### config.mk
export PLATFORM = sky130hd
export DESIGN_NAME = counter_array_pwm_watchdog
export DESIGN_NICKNAME = d
export VERILOG_FILES = /design/src/design/counter_array_pkg.sv /design/src/design/compare_module.sv /design/src/design/counter_array_pwm_watchdog.sv
export VERILOG_INCLUDE_DIRS = /design/src /design/src/design
export SDC_FILE = /design/constraint.sdc
export NUM_CORES = 1
export LEC_CHECK = 0
export BUFFER_PORTS_ARGS = -buffer_cell sky130_fd_sc_hd__clkbuf_2
export CAP_MARGIN = 20
export CELL_PAD_IN_SITES_DETAIL_PLACEMENT = 1
export CELL_PAD_IN_SITES_GLOBAL_PLACEMENT = 1
export CORE_MARGIN = 2
export CORE_UTILIZATION = 43
export DETAILED_ROUTE_END_ITERATION = 10
export HOLD_SLACK_MARGIN = 0.1
export PLACE_DENSITY = 0.8
export SLEW_MARGIN = 20
export SYNTH_ARGS = -nofsm -noshare
export SYNTH_HDL_FRONTEND = slang
export SYNTH_SLANG_ARGS = --single-unit
### constraint.sdc
create_clock -name core_clk_i -period 2.15 [get_ports core_clk_i]
set_input_delay 0.1075 -clock core_clk_i [delete_from_list [all_inputs] [get_ports core_clk_i]]
set_output_delay 0.1075 -clock core_clk_i [all_outputs]
set_load 0.05 [all_outputs]
### src/design/counter_array_params.svh
// Constants for the counter array modulation and watchdog block
`ifndef COUNTER_ARRAY_PARAMS_SVH
`define COUNTER_ARRAY_PARAMS_SVH
// Register indices
`define CA_ADDR_ARRAY_MODE 8'h00
`define CA_ADDR_RUN 8'h01
`define CA_ADDR_TIMER_LOW 8'h02
`define CA_ADDR_TIMER_HIGH 8'h03
`define CA_ADDR_PINS 8'h04
`define CA_ADDR_STATUS 8'h05
`define CA_ADDR_MODE_BASE 8'h10
`define CA_ADDR_LOW_BASE 8'h20
`define CA_ADDR_HIGH_BASE 8'h30
// Mode register fields
`define CA_BIT_COMPARATOR_ENABLE 6
`define CA_BIT_MATCH_FLAG_ENABLE 3
`define CA_BIT_TOGGLE_ON_MATCH 2
`define CA_BIT_MODULATION_ENABLE 1
// Array mode register: watchdog enable is value 40H
`define CA_BIT_WATCHDOG_ENABLE 6
`define CA_BIT_COUNT_SOURCE 0
// Reset value and watchdog module index
`define CA_RST_BYTE 8'h00
`define CA_WD_MODULE 4
`endif

### src/design/counter_array_pkg.sv
// Types for the counter array block
package counter_array_pkg;
  typedef enum logic [3:0] {
    MODE_IDLE = 4'b0001,
    MODE_TIMER = 4'b0010,
    MODE_TOGGLE = 4'b0100,
    MODE_PWM = 4'b1000
  } module_mode_t;
endpackage : counter_array_pkg

### src/design/compare_module.sv
// One compare module: modulation, compare timer and toggle modes
`timescale 1ns/1ps
`include "counter_array_params.svh"
module compare_module (
  input wire logic core_clk_i,
  input wire logic rst_i,
  input wire logic ce_i,
  input wire logic step_i,
  input wire logic [15:0] timer_i,
  input wire logic [7:0] mode_i,
  input wire logic [7:0] reload_i,
  input wire logic wr_active_i,
  input wire logic [7:0] wdata_i,
  output logic [7:0] active_o,
  output logic match_o,
  output logic pin_o
);
  counter_array_pkg::module_mode_t mode;
  logic [7:0] active_r;
  logic [7:0] active_nxt;
  logic pin_r;
  logic pin_nxt;
  logic match_r;
  logic match_nxt;
  logic hit;

  // ----------------------------------------
  // Mode decode
  // ----------------------------------------
  always_comb
  begin
    mode = counter_array_pkg::MODE_IDLE;
    if (mode_i[`CA_BIT_COMPARATOR_ENABLE] && mode_i[`CA_BIT_MODULATION_ENABLE])
      mode = counter_array_pkg::MODE_PWM;
    else if (mode_i[`CA_BIT_COMPARATOR_ENABLE] && mode_i[`CA_BIT_MATCH_FLAG_ENABLE]
             && mode_i[`CA_BIT_TOGGLE_ON_MATCH])
      mode = counter_array_pkg::MODE_TOGGLE;
    else if (mode_i[`CA_BIT_COMPARATOR_ENABLE] && mode_i[`CA_BIT_MATCH_FLAG_ENABLE])
      mode = counter_array_pkg::MODE_TIMER;
  end

  // Compare byte low half in the active byte, high half in the reload byte
  assign hit = step_i && (timer_i == {reload_i, active_r});

  // Next state of compare byte, pin and match pulse
  always_comb
  begin
    active_nxt = active_r;
    pin_nxt = pin_r;
    match_nxt = 1'b0;
    if (wr_active_i)
      active_nxt = wdata_i;
    unique case (mode)
      counter_array_pkg::MODE_PWM:
      begin
        if (step_i && timer_i[7:0] == 8'hFF)
          active_nxt = reload_i;
        pin_nxt = (timer_i[7:0] >= active_r);
      end
      counter_array_pkg::MODE_TOGGLE:
      begin
        match_nxt = hit;
        if (hit)
          pin_nxt = ~pin_r;
      end
      counter_array_pkg::MODE_TIMER:
        match_nxt = hit;
      counter_array_pkg::MODE_IDLE:
        match_nxt = 1'b0;
    endcase
  end

  // Registers
  always_ff @(posedge core_clk_i)
  begin
    if (rst_i)
    begin
      active_r <= `CA_RST_BYTE;
      pin_r <= 1'b1;
      match_r <= 1'b0;
    end
    else if (ce_i)
    begin
      active_r <= active_nxt;
      pin_r <= pin_nxt;
      match_r <= match_nxt;
    end
  end

  assign active_o = active_r;
  assign match_o = match_r;
  assign pin_o = pin_r;
endmodule : compare_module

### src/design/counter_array_pwm_watchdog.sv
// Counter array top: shared timer, register port, compare modules, watchdog
//
// Design decisions made here: the address-and-strobe port and the address map.
`timescale 1ns/1ps
`include "counter_array_params.svh"
module counter_array_pwm_watchdog #(
  parameter int NUM_MODULES = 5
) (
  input wire logic core_clk_i,
  input wire logic rst_i,
  input wire logic ce_i,
  input wire logic count_src_i,
  input wire logic [7:0] addr_i,
  input wire logic [7:0] wdata_i,
  input wire logic wr_i,
  input wire logic rd_i,
  output logic [7:0] rdata_o,
  output logic [NUM_MODULES-1:0] module_pin_o,
  output logic wd_reset_o,
  output logic [15:0] timer_o
);
  logic [7:0] array_mode_reg_r;
  logic [7:0] array_mode_reg_nxt;
  logic run_r;
  logic run_nxt;
  logic [15:0] timer_r;
  logic [15:0] timer_nxt;
  logic [7:0] mode_r [NUM_MODULES];
  logic [7:0] mode_nxt [NUM_MODULES];
  logic [7:0] reload_r [NUM_MODULES];
  logic [7:0] reload_nxt [NUM_MODULES];
  logic [7:0] active [NUM_MODULES];
  logic [NUM_MODULES-1:0] pins;
  logic [NUM_MODULES-1:0] match;
  logic [NUM_MODULES-1:0] match_seen_r;
  logic [NUM_MODULES-1:0] match_seen_nxt;
  logic [2:0] src_sync_r;
  logic [2:0] src_sync_nxt;
  logic src_level_r;
  logic src_level_nxt;
  logic step;
  logic wd_armed;
  logic wd_reset_r;
  logic wd_reset_nxt;
  logic [7:0] rdata_r;
  logic [7:0] rdata_nxt;
  logic [NUM_MODULES-1:0] pin_out_r;

  // ----------------------------------------
  // Count source sync and step detect
  // ----------------------------------------
  // Three stages; level changes once the last two agree
  always_comb
  begin
    src_sync_nxt = {src_sync_r[1:0], count_src_i};
    src_level_nxt = src_level_r;
    if (src_sync_r[2] == src_sync_r[1])
      src_level_nxt = src_sync_r[2];
  end

  // Timer advances on rising edge of the selected source, or every clock
  assign step = run_r && (array_mode_reg_r[`CA_BIT_COUNT_SOURCE] ?
                          (src_level_nxt && !src_level_r) : 1'b1);

  // ----------------------------------------
  // Control registers and timer
  // ----------------------------------------
  always_comb
  begin
    array_mode_reg_nxt = array_mode_reg_r;
    run_nxt = run_r;
    timer_nxt = timer_r;
    if (step)
      timer_nxt = timer_r + 16'h0001;
    for (int i = 0; i < NUM_MODULES; i++)
    begin
      mode_nxt[i] = mode_r[i];
      reload_nxt[i] = reload_r[i];
      if (wr_i && addr_i == `CA_ADDR_MODE_BASE + 8'(i))
        mode_nxt[i] = wdata_i;
      if (wr_i && addr_i == `CA_ADDR_HIGH_BASE + 8'(i))
        reload_nxt[i] = wdata_i;
    end
    if (wr_i)
    begin
      unique case (addr_i)
        `CA_ADDR_ARRAY_MODE: array_mode_reg_nxt = wdata_i;
        `CA_ADDR_RUN: run_nxt = wdata_i[0];
        `CA_ADDR_TIMER_LOW: timer_nxt[7:0] = wdata_i;
        `CA_ADDR_TIMER_HIGH: timer_nxt[15:8] = wdata_i;
        default: ;
      endcase
    end
  end

  // Sticky match status: set wins over a clearing write
  always_comb
  begin
    match_seen_nxt = match_seen_r;
    if (wr_i && addr_i == `CA_ADDR_STATUS)
      match_seen_nxt = match_seen_r & ~wdata_i[NUM_MODULES-1:0];
    match_seen_nxt = match_seen_nxt | match;
  end

  // ----------------------------------------
  // Compare modules
  // ----------------------------------------
  for (genvar g = 0; g < NUM_MODULES; g++)
  begin : g_mod
    compare_module u_mod (
      .core_clk_i(core_clk_i),
      .rst_i(rst_i),
      .ce_i(ce_i),
      .step_i(step),
      .timer_i(timer_r),
      .mode_i(mode_r[g]),
      .reload_i(reload_r[g]),
      .wr_active_i(wr_i && addr_i == `CA_ADDR_LOW_BASE + 8'(g)),
      .wdata_i(wdata_i),
      .active_o(active[g]),
      .match_o(match[g]),
      .pin_o(pins[g])
    );
  end

  // ----------------------------------------
  // Watchdog on module four
  // ----------------------------------------
  // Armed with enable bit set and module four in either compare mode
  assign wd_armed = array_mode_reg_r[`CA_BIT_WATCHDOG_ENABLE]
                    && mode_r[`CA_WD_MODULE][`CA_BIT_COMPARATOR_ENABLE]
                    && mode_r[`CA_WD_MODULE][`CA_BIT_MATCH_FLAG_ENABLE]
                    && !mode_r[`CA_WD_MODULE][`CA_BIT_MODULATION_ENABLE];

  // Full 16-bit equality sampled on each timer step
  assign wd_reset_nxt = wd_armed && step
                        && timer_r == {reload_r[`CA_WD_MODULE], active[`CA_WD_MODULE]};

  // ----------------------------------------
  // Register read
  // ----------------------------------------
  always_comb
  begin
    rdata_nxt = 8'h00;
    for (int i = 0; i < NUM_MODULES; i++)
    begin
      if (addr_i == `CA_ADDR_MODE_BASE + 8'(i))
        rdata_nxt = mode_r[i];
      if (addr_i == `CA_ADDR_LOW_BASE + 8'(i))
        rdata_nxt = active[i];
      if (addr_i == `CA_ADDR_HIGH_BASE + 8'(i))
        rdata_nxt = reload_r[i];
    end
    unique case (addr_i)
      `CA_ADDR_ARRAY_MODE: rdata_nxt = array_mode_reg_r;
      `CA_ADDR_RUN: rdata_nxt = {7'h00, run_r};
      `CA_ADDR_TIMER_LOW: rdata_nxt = timer_r[7:0];
      `CA_ADDR_TIMER_HIGH: rdata_nxt = timer_r[15:8];
      `CA_ADDR_PINS: rdata_nxt = 8'(pins);
      `CA_ADDR_STATUS: rdata_nxt = 8'(match_seen_r);
      default: ;
    endcase
    if (!rd_i)
      rdata_nxt = 8'h00;
  end

  // ----------------------------------------
  // State registers
  // ----------------------------------------
  always_ff @(posedge core_clk_i)
  begin
    if (rst_i)
    begin
      array_mode_reg_r <= `CA_RST_BYTE;
      run_r <= 1'b0;
      timer_r <= 16'h0000;
      for (int i = 0; i < NUM_MODULES; i++)
      begin
        mode_r[i] <= `CA_RST_BYTE;
        reload_r[i] <= `CA_RST_BYTE;
      end
      match_seen_r <= '0;
      src_sync_r <= 3'h0;
      src_level_r <= 1'b0;
      wd_reset_r <= 1'b0;
      rdata_r <= 8'h00;
      pin_out_r <= '1;
    end
    else if (ce_i)
    begin
      array_mode_reg_r <= array_mode_reg_nxt;
      run_r <= run_nxt;
      timer_r <= timer_nxt;
      for (int i = 0; i < NUM_MODULES; i++)
      begin
        mode_r[i] <= mode_nxt[i];
        reload_r[i] <= reload_nxt[i];
      end
      match_seen_r <= match_seen_nxt;
      src_sync_r <= src_sync_nxt;
      src_level_r <= src_level_nxt;
      wd_reset_r <= wd_reset_nxt;
      rdata_r <= rdata_nxt;
      pin_out_r <= pins;
    end
  end

  assign rdata_o = rdata_r;
  assign module_pin_o = pin_out_r;
  assign wd_reset_o = wd_reset_r;
  assign timer_o = timer_r;
endmodule : counter_array_pwm_watchdog

Word-level counts from Yosys, hierarchy flattened
Memory sizes are Yosys's and may differ from the RTL's.
Index checks and enable logic that the tools add are counted.

storage, ports and cells
  bits in registers = 98
  RAM bits = 80
  bits of input ports = 22
  logic and storage cells = 255
  memories kept = 2

memories
  name      depth  width  rd ports  clocked after memory_dff  wr ports  line                              source
  mode_r    5      8      5         0                         5         counter_array_pwm_watchdog.sv:28  logic [7:0] mode_r [NUM_MODULES];
  reload_r  5      8      5         0                         5         counter_array_pwm_watchdog.sv:30  logic [7:0] reload_r [NUM_MODULES];

cells by class
  add/sub/neg operators = 1
  magnitude comparators = 5
  equality and inequality tests = 47
  mux-type cells = 94
  bitwise gates (word level) = 18
  reduce and logical (&&, ||, !) cells = 64

operators by type and width
  operator                 count
  $mux W8                  53
  $eq A16 B16 Y1           5
  $eq A8 B6 Y1 const B     10
  $pmux W8 S6              1
  $logic_and A1 B1 Y1      44
  $eq A8 B5 Y1 const B     5
  $ge A8 B8 Y1             5
  $mux W4                  10
  $mux W16                 2
  $reduce_and A3 Y1        7
  $eq A4 B2 Y1 const B     5
  $eq A4 B3 Y1 const B     5
  $eq A4 B4 Y1 const B     5
  $mux W1                  17
  $add A16 B1 Y16 const B  1
  $eq A8 B2 Y1 const B     2
  $eq A8 B3 Y1 const B     2
  $mux W2                  5
  $ne A2 B1 Y1 const B     5
  $or A1 B1 Y1             10
  $pmux W1 S2              5
  $reduce_bool A2 Y1       5
  $reduce_or A2 Y1         5
  $eq A8 B1 Y1 const B     1
  other kinds (9)          14

Depth between registers and ports, before layout
  depth in word-level cells = 18
  depth in mapped cells = 9

By module
A second synthesis with hierarchy kept.

second synthesis, totals
  cells, all modules = 1,152
  area, all modules = 11,015.6 sq um

by module, submodules not included
  module                      instances  cells each  area an instance (sq um)  seq. area each (sq um)
  counter_array_pwm_watchdog  1          687         7,086.8                   3,363.2
  compare_module              5          93          785.8                     200.2

Least setup slack after synthesis
No wires, ideal clock.

  path type = flip-flop to flip-flop
  start = reg timer_r[0] (netlist: timer_o[0])
  end = reg g_mod[3].u_mod.pin_r
  data arrival time = 2.509 ns
  required time = 2.092 ns
  setup slack = -0.418 ns
  cell stages (with the launch flop) = 9
  path through = dfxtp_1 -> inv_1 -> ha_1 -> nand4_1 -> or4_1 -> nor4_1 -> a32oi_1 -> a311oi_1 -> a211o_1

on the way
  word-level cells in the longest chain between the ends = 4
  elaborated cells between the ends (all ways) = 6
  classes of those cells = order compare (1); eq/ne (2); mux (1); reduce/logical (2)

ends and longest elaborated chain
  element                                               line                               source
  from (decl)                                           counter_array_pwm_watchdog.sv:26   logic [15:0] timer_r;
  from (signal assigned)                                counter_array_pwm_watchdog.sv:193  timer_r <= timer_nxt;
  branches (longest 4 deep; another with $ge A8 B8 Y1)  -
  to (signal assigned)                                  compare_module.sv:85               pin_r <= pin_nxt;
  to (decl)                                             compare_module.sv:21               logic pin_r;

Several ways; the timed one is not identified.
A chain may end at the register's enable or synchronous reset.

Worst setup path in the final report
Ends and elaborated chain as after synthesis.

==> reports/results.txt <==
Synthesized flop and latch total -> 178
Worst path cell trace -> inv_1, ha_4, nand4_1, or4_1, nor4_2, a32oi_1, a311oi_1, a211o_1
GRT Total Usage -> 39.9%
Worst setup margin -> -31.5 ps
CTS sink count -> 178
Sequential share of power -> 48.3%
Switch share -> 29.4%
Worst setup EP type -> register
Setup violations, final -> 3
Most frequent cells in the layout -> buf_4, nand2_1, a21oi_1
Failing checks -> negative setup slack
Grt met2 use -> 59.6%
Worst-Skew Late Latency -> 450 ps
Worst Max-Slew Pin Slew -> 668 ps
DR pass1 iterations -> 5
Boundary Pins -> 52
Placed cells -> 1,657
Cell count after synthesis -> 1,173
Mapped Nets -> 1,236
Register area share after synthesis -> 41.8%
Clk buf depth -> 2
Status -> complete, but fails checks
Maximum VDD drop -> 542 uV
Die height -> 160 microns
Min-delay worst type -> in -> reg
Routed Antenna Nets -> 0
Core Rows -> 57
Final period util -> 101%
Crit Path Class -> reg -> reg
Power per cell area -> 597 mW/mm^2
Post-synth ARST share -> 0%
Cell Count, Final, Fillers Out -> 1,699
Register area -> 0.00439 sq mm
RSZ-0062 raised after global routing -> true
Mean Syn Cell Area -> 8.91 sq um
Met3 Use GR -> 9.09%
First-pass GRT wire length -> 74,800 microns
Number of global-route vias before repair -> 11,100
Slew HR -> 54.3%
Yosys cell types -> 69
Largest net degree at the start of global routing -> 92
Worst slack, placed -> -163 ps
Share of cells above drive strength 1 -> 23.5%
CTS root buf -> clkbuf_16
CP required -> 2550 ps
Final min period -> 2180 ps
Final Skew -> 13.5 ps
Cell Int Power -> 5.57 mW
Max_cap viols -> 0
Synth Flop Type -> dfxtp_1
Initial antenna violation count -> 2
Core area -> 0.0241 sq mm
Crit-path max cell delay -> 550 ps
CTS clk-pin slew, worst paths -> 80 ps
Critical-path top delay cell -> or4_1
Leading cell type in the layout, fill and taps excluded -> buf_4
Post-DP HPWL -> 38,700 microns
DIE AREA -> 0.0256 sq mm
Routed Wire Length -> 51,300 microns
Total congestion overflow -> 0
Initial Util -> 43.4%
Pleak -> 5.15 nW
Clock power share -> 40.7%
TritonCTS buffer count -> 17
Setup TNS -> -62.9 ps
IO Port Bufs -> 51
Post-synth EDFFs -> 80
# fillers -> 2,837
Global route hottest layer -> met2
Synth Cell Area -> 0.0105 sq mm
Grt met1 use -> 54.6%
Fmax -> 0.458 GHz
DR DRC count -> 0
Fin area -> 0.0132 sq mm
Final Hold Vio Count -> 0
Yosys warnings -> 0
DIE WIDTH -> 160 microns
CTS tree -> yes
Psw -> 2.32 mW
Area Growth Syn to Fin -> 26.4%
Vias after detailed routing -> 11,300
Comb pwr share -> 11.0%
Area after DPL -> 0.0124 sq mm
H-tree lvl count -> 4
Via density -> 6.66
Nets -> 1,423
Initial DRC count -> 1,489
CP max FO -> 5
Multi-input gate area -> 0.00569 sq mm
Gp weighted congestion -> 1.01
Worst setup SP type -> register
Routed wire per std cell -> 30.2 microns
CP Data Arrival Time -> 2580 ps
Final slew viol count -> 0
cells in the mapped netlist (14+ instances only):
master | count | share of area, %
dfxtp_1 | 98 | 19
a21o_1 | 14 | 1.0
inv_1 | 44 | 1.6
nand4_1 | 23 | 1.4
clkbuf_1 | 60 | 2.2
ha_1 | 41 | 4.9
xnor2_1 | 23 | 1.9
nand3_1 | 38 | 1.8
xor2_1 | 17 | 1.4
a21oi_1 | 102 | 4.9
nand2_1 | 132 | 4.7
o21ai_0 | 46 | 2.2
buf_2 | 21 | 1.0
a22oi_1 | 24 | 1.7
mux2i_1 | 26 | 2.5
o211ai_1 | 29 | 2.1
o311a_1 | 17 | 1.6
o31ai_1 | 29 | 2.1
and3_1 | 23 | 1.4
edfxtp_1 | 80 | 23
nor2_1 | 91 | 3.3
a211oi_1 | 34 | 2.4
path summary, 6_finish.rpt:
path                         from                    to  slack (ps)  cells past startpoint
setup / recovery       timer_o[0]  g_mod[3].u_mod.pin_o         -30                      8
hold / removal         wdata_i[2]   array_mode_reg_r[2]         120                      3
setup reg to reg       timer_o[0]  g_mod[3].u_mod.pin_o         -30                      8
hold reg to reg   module_pin_o[0]       module_pin_o[0]         490                      2
sequential cells by signal, indices dropped and copies added, names as in the netlist:
| name | cells |
|---|---|
| g_mod.u_mod.active_o | 40 |
| mode_r | 40 |
| reload_r | 40 |
| timer_o | 16 |
| array_mode_reg_r | 8 |
| rdata_o | 8 |
| g_mod.u_mod.match_o | 5 |
| g_mod.u_mod.pin_o | 5 |
| match_seen_r | 5 |
| module_pin_o | 5 |
| src_sync_r | 3 |
| run_r | 1 |
| src_level_r | 1 |
| wd_reset_o | 1 |
metrics by stage:
step / util, % / hold slack [ps] / power, mW
after global routing: 54.8 / 124 / 8.03
final: 54.8 / 116 / 7.89
after CTS: 54.5 / 102 / 7.84
after floorplan: - / 244 / 4.19
after global placement: 51.6 / 353 / 4.67
after detailed placement: 51.6 / 350 / 4.69
worst max-delay path, delay by kind of cell, from the launching register on:
family / cells / cell delay [ps]
AO/OA/AOI/OAI: 3 / 500
adder cells (fa/ha/maj): 1 / 310
buffers and inverters: 1 / 140
flip-flops: 1 / 350
AND/OR/NAND/NOR: 3 / 820
metal layers:
metal / up-vias / share of wire [%]
met4: 2 / 5.3
li1: 4808 / -
met3: 164 / 11
met1: 5606 / 40
met2: 738 / 43
met5: - / 0.025
power groups by stage:
stage                     registers (mW)  logic [mW]  clock network, mW
after floorplan                     3.81       0.379                  0
after global placement              3.87       0.797                  0
after detailed placement            3.88       0.811                  0
after CTS                           3.80       0.832               3.21
after global routing                3.81       0.897               3.32
final                               3.81       0.868               3.21
logic make-up (layout without fill, tap and decap cells):
kind of cell / count (synthesis) / after routing / synth area share [%]
flip-flops: 178 / 178 / 41.8
adder cells (fa/ha/maj): 41 / 41 / 4.91
AND/OR/NAND/NOR: 374 / 374 / 17.2
AO/OA/AOI/OAI: 379 / 379 / 24.8
buffers and inverters: 132 / 332 / 5.14
other: 0 / 2 / 0
XOR/XNOR: 40 / 40 / 3.35
multiplexers: 29 / 29 / 2.81
final cells by class:
class                           count  area share [%]
Tap cell                          324            3.07
Clock inverter                     15            1.15
Sequential cell                   178            33.2
Timing Repair Buffer              255            15.0
Multi-Input combinational cell    863            43.1
Inverter                           45            1.28
Antenna cell                        2          0.0379
Clock buffer                       17            3.22
what timing repair did:
| item | 4_1_cts | 5_1_grt |
|---|---|---|
| pin swaps | 2 | 7 |
| setup endpoints to repair | 5 | 29 |
| hold endpoints to repair | 10 | 0 |
| hold buffers | 7 | 0 |
| resized for setup | 8 | 13 |
| setup buffers | 0 | 1 |
| gates cloned | 0 | 0 |
Note: power is estimated with default switching activity, not from simulation.
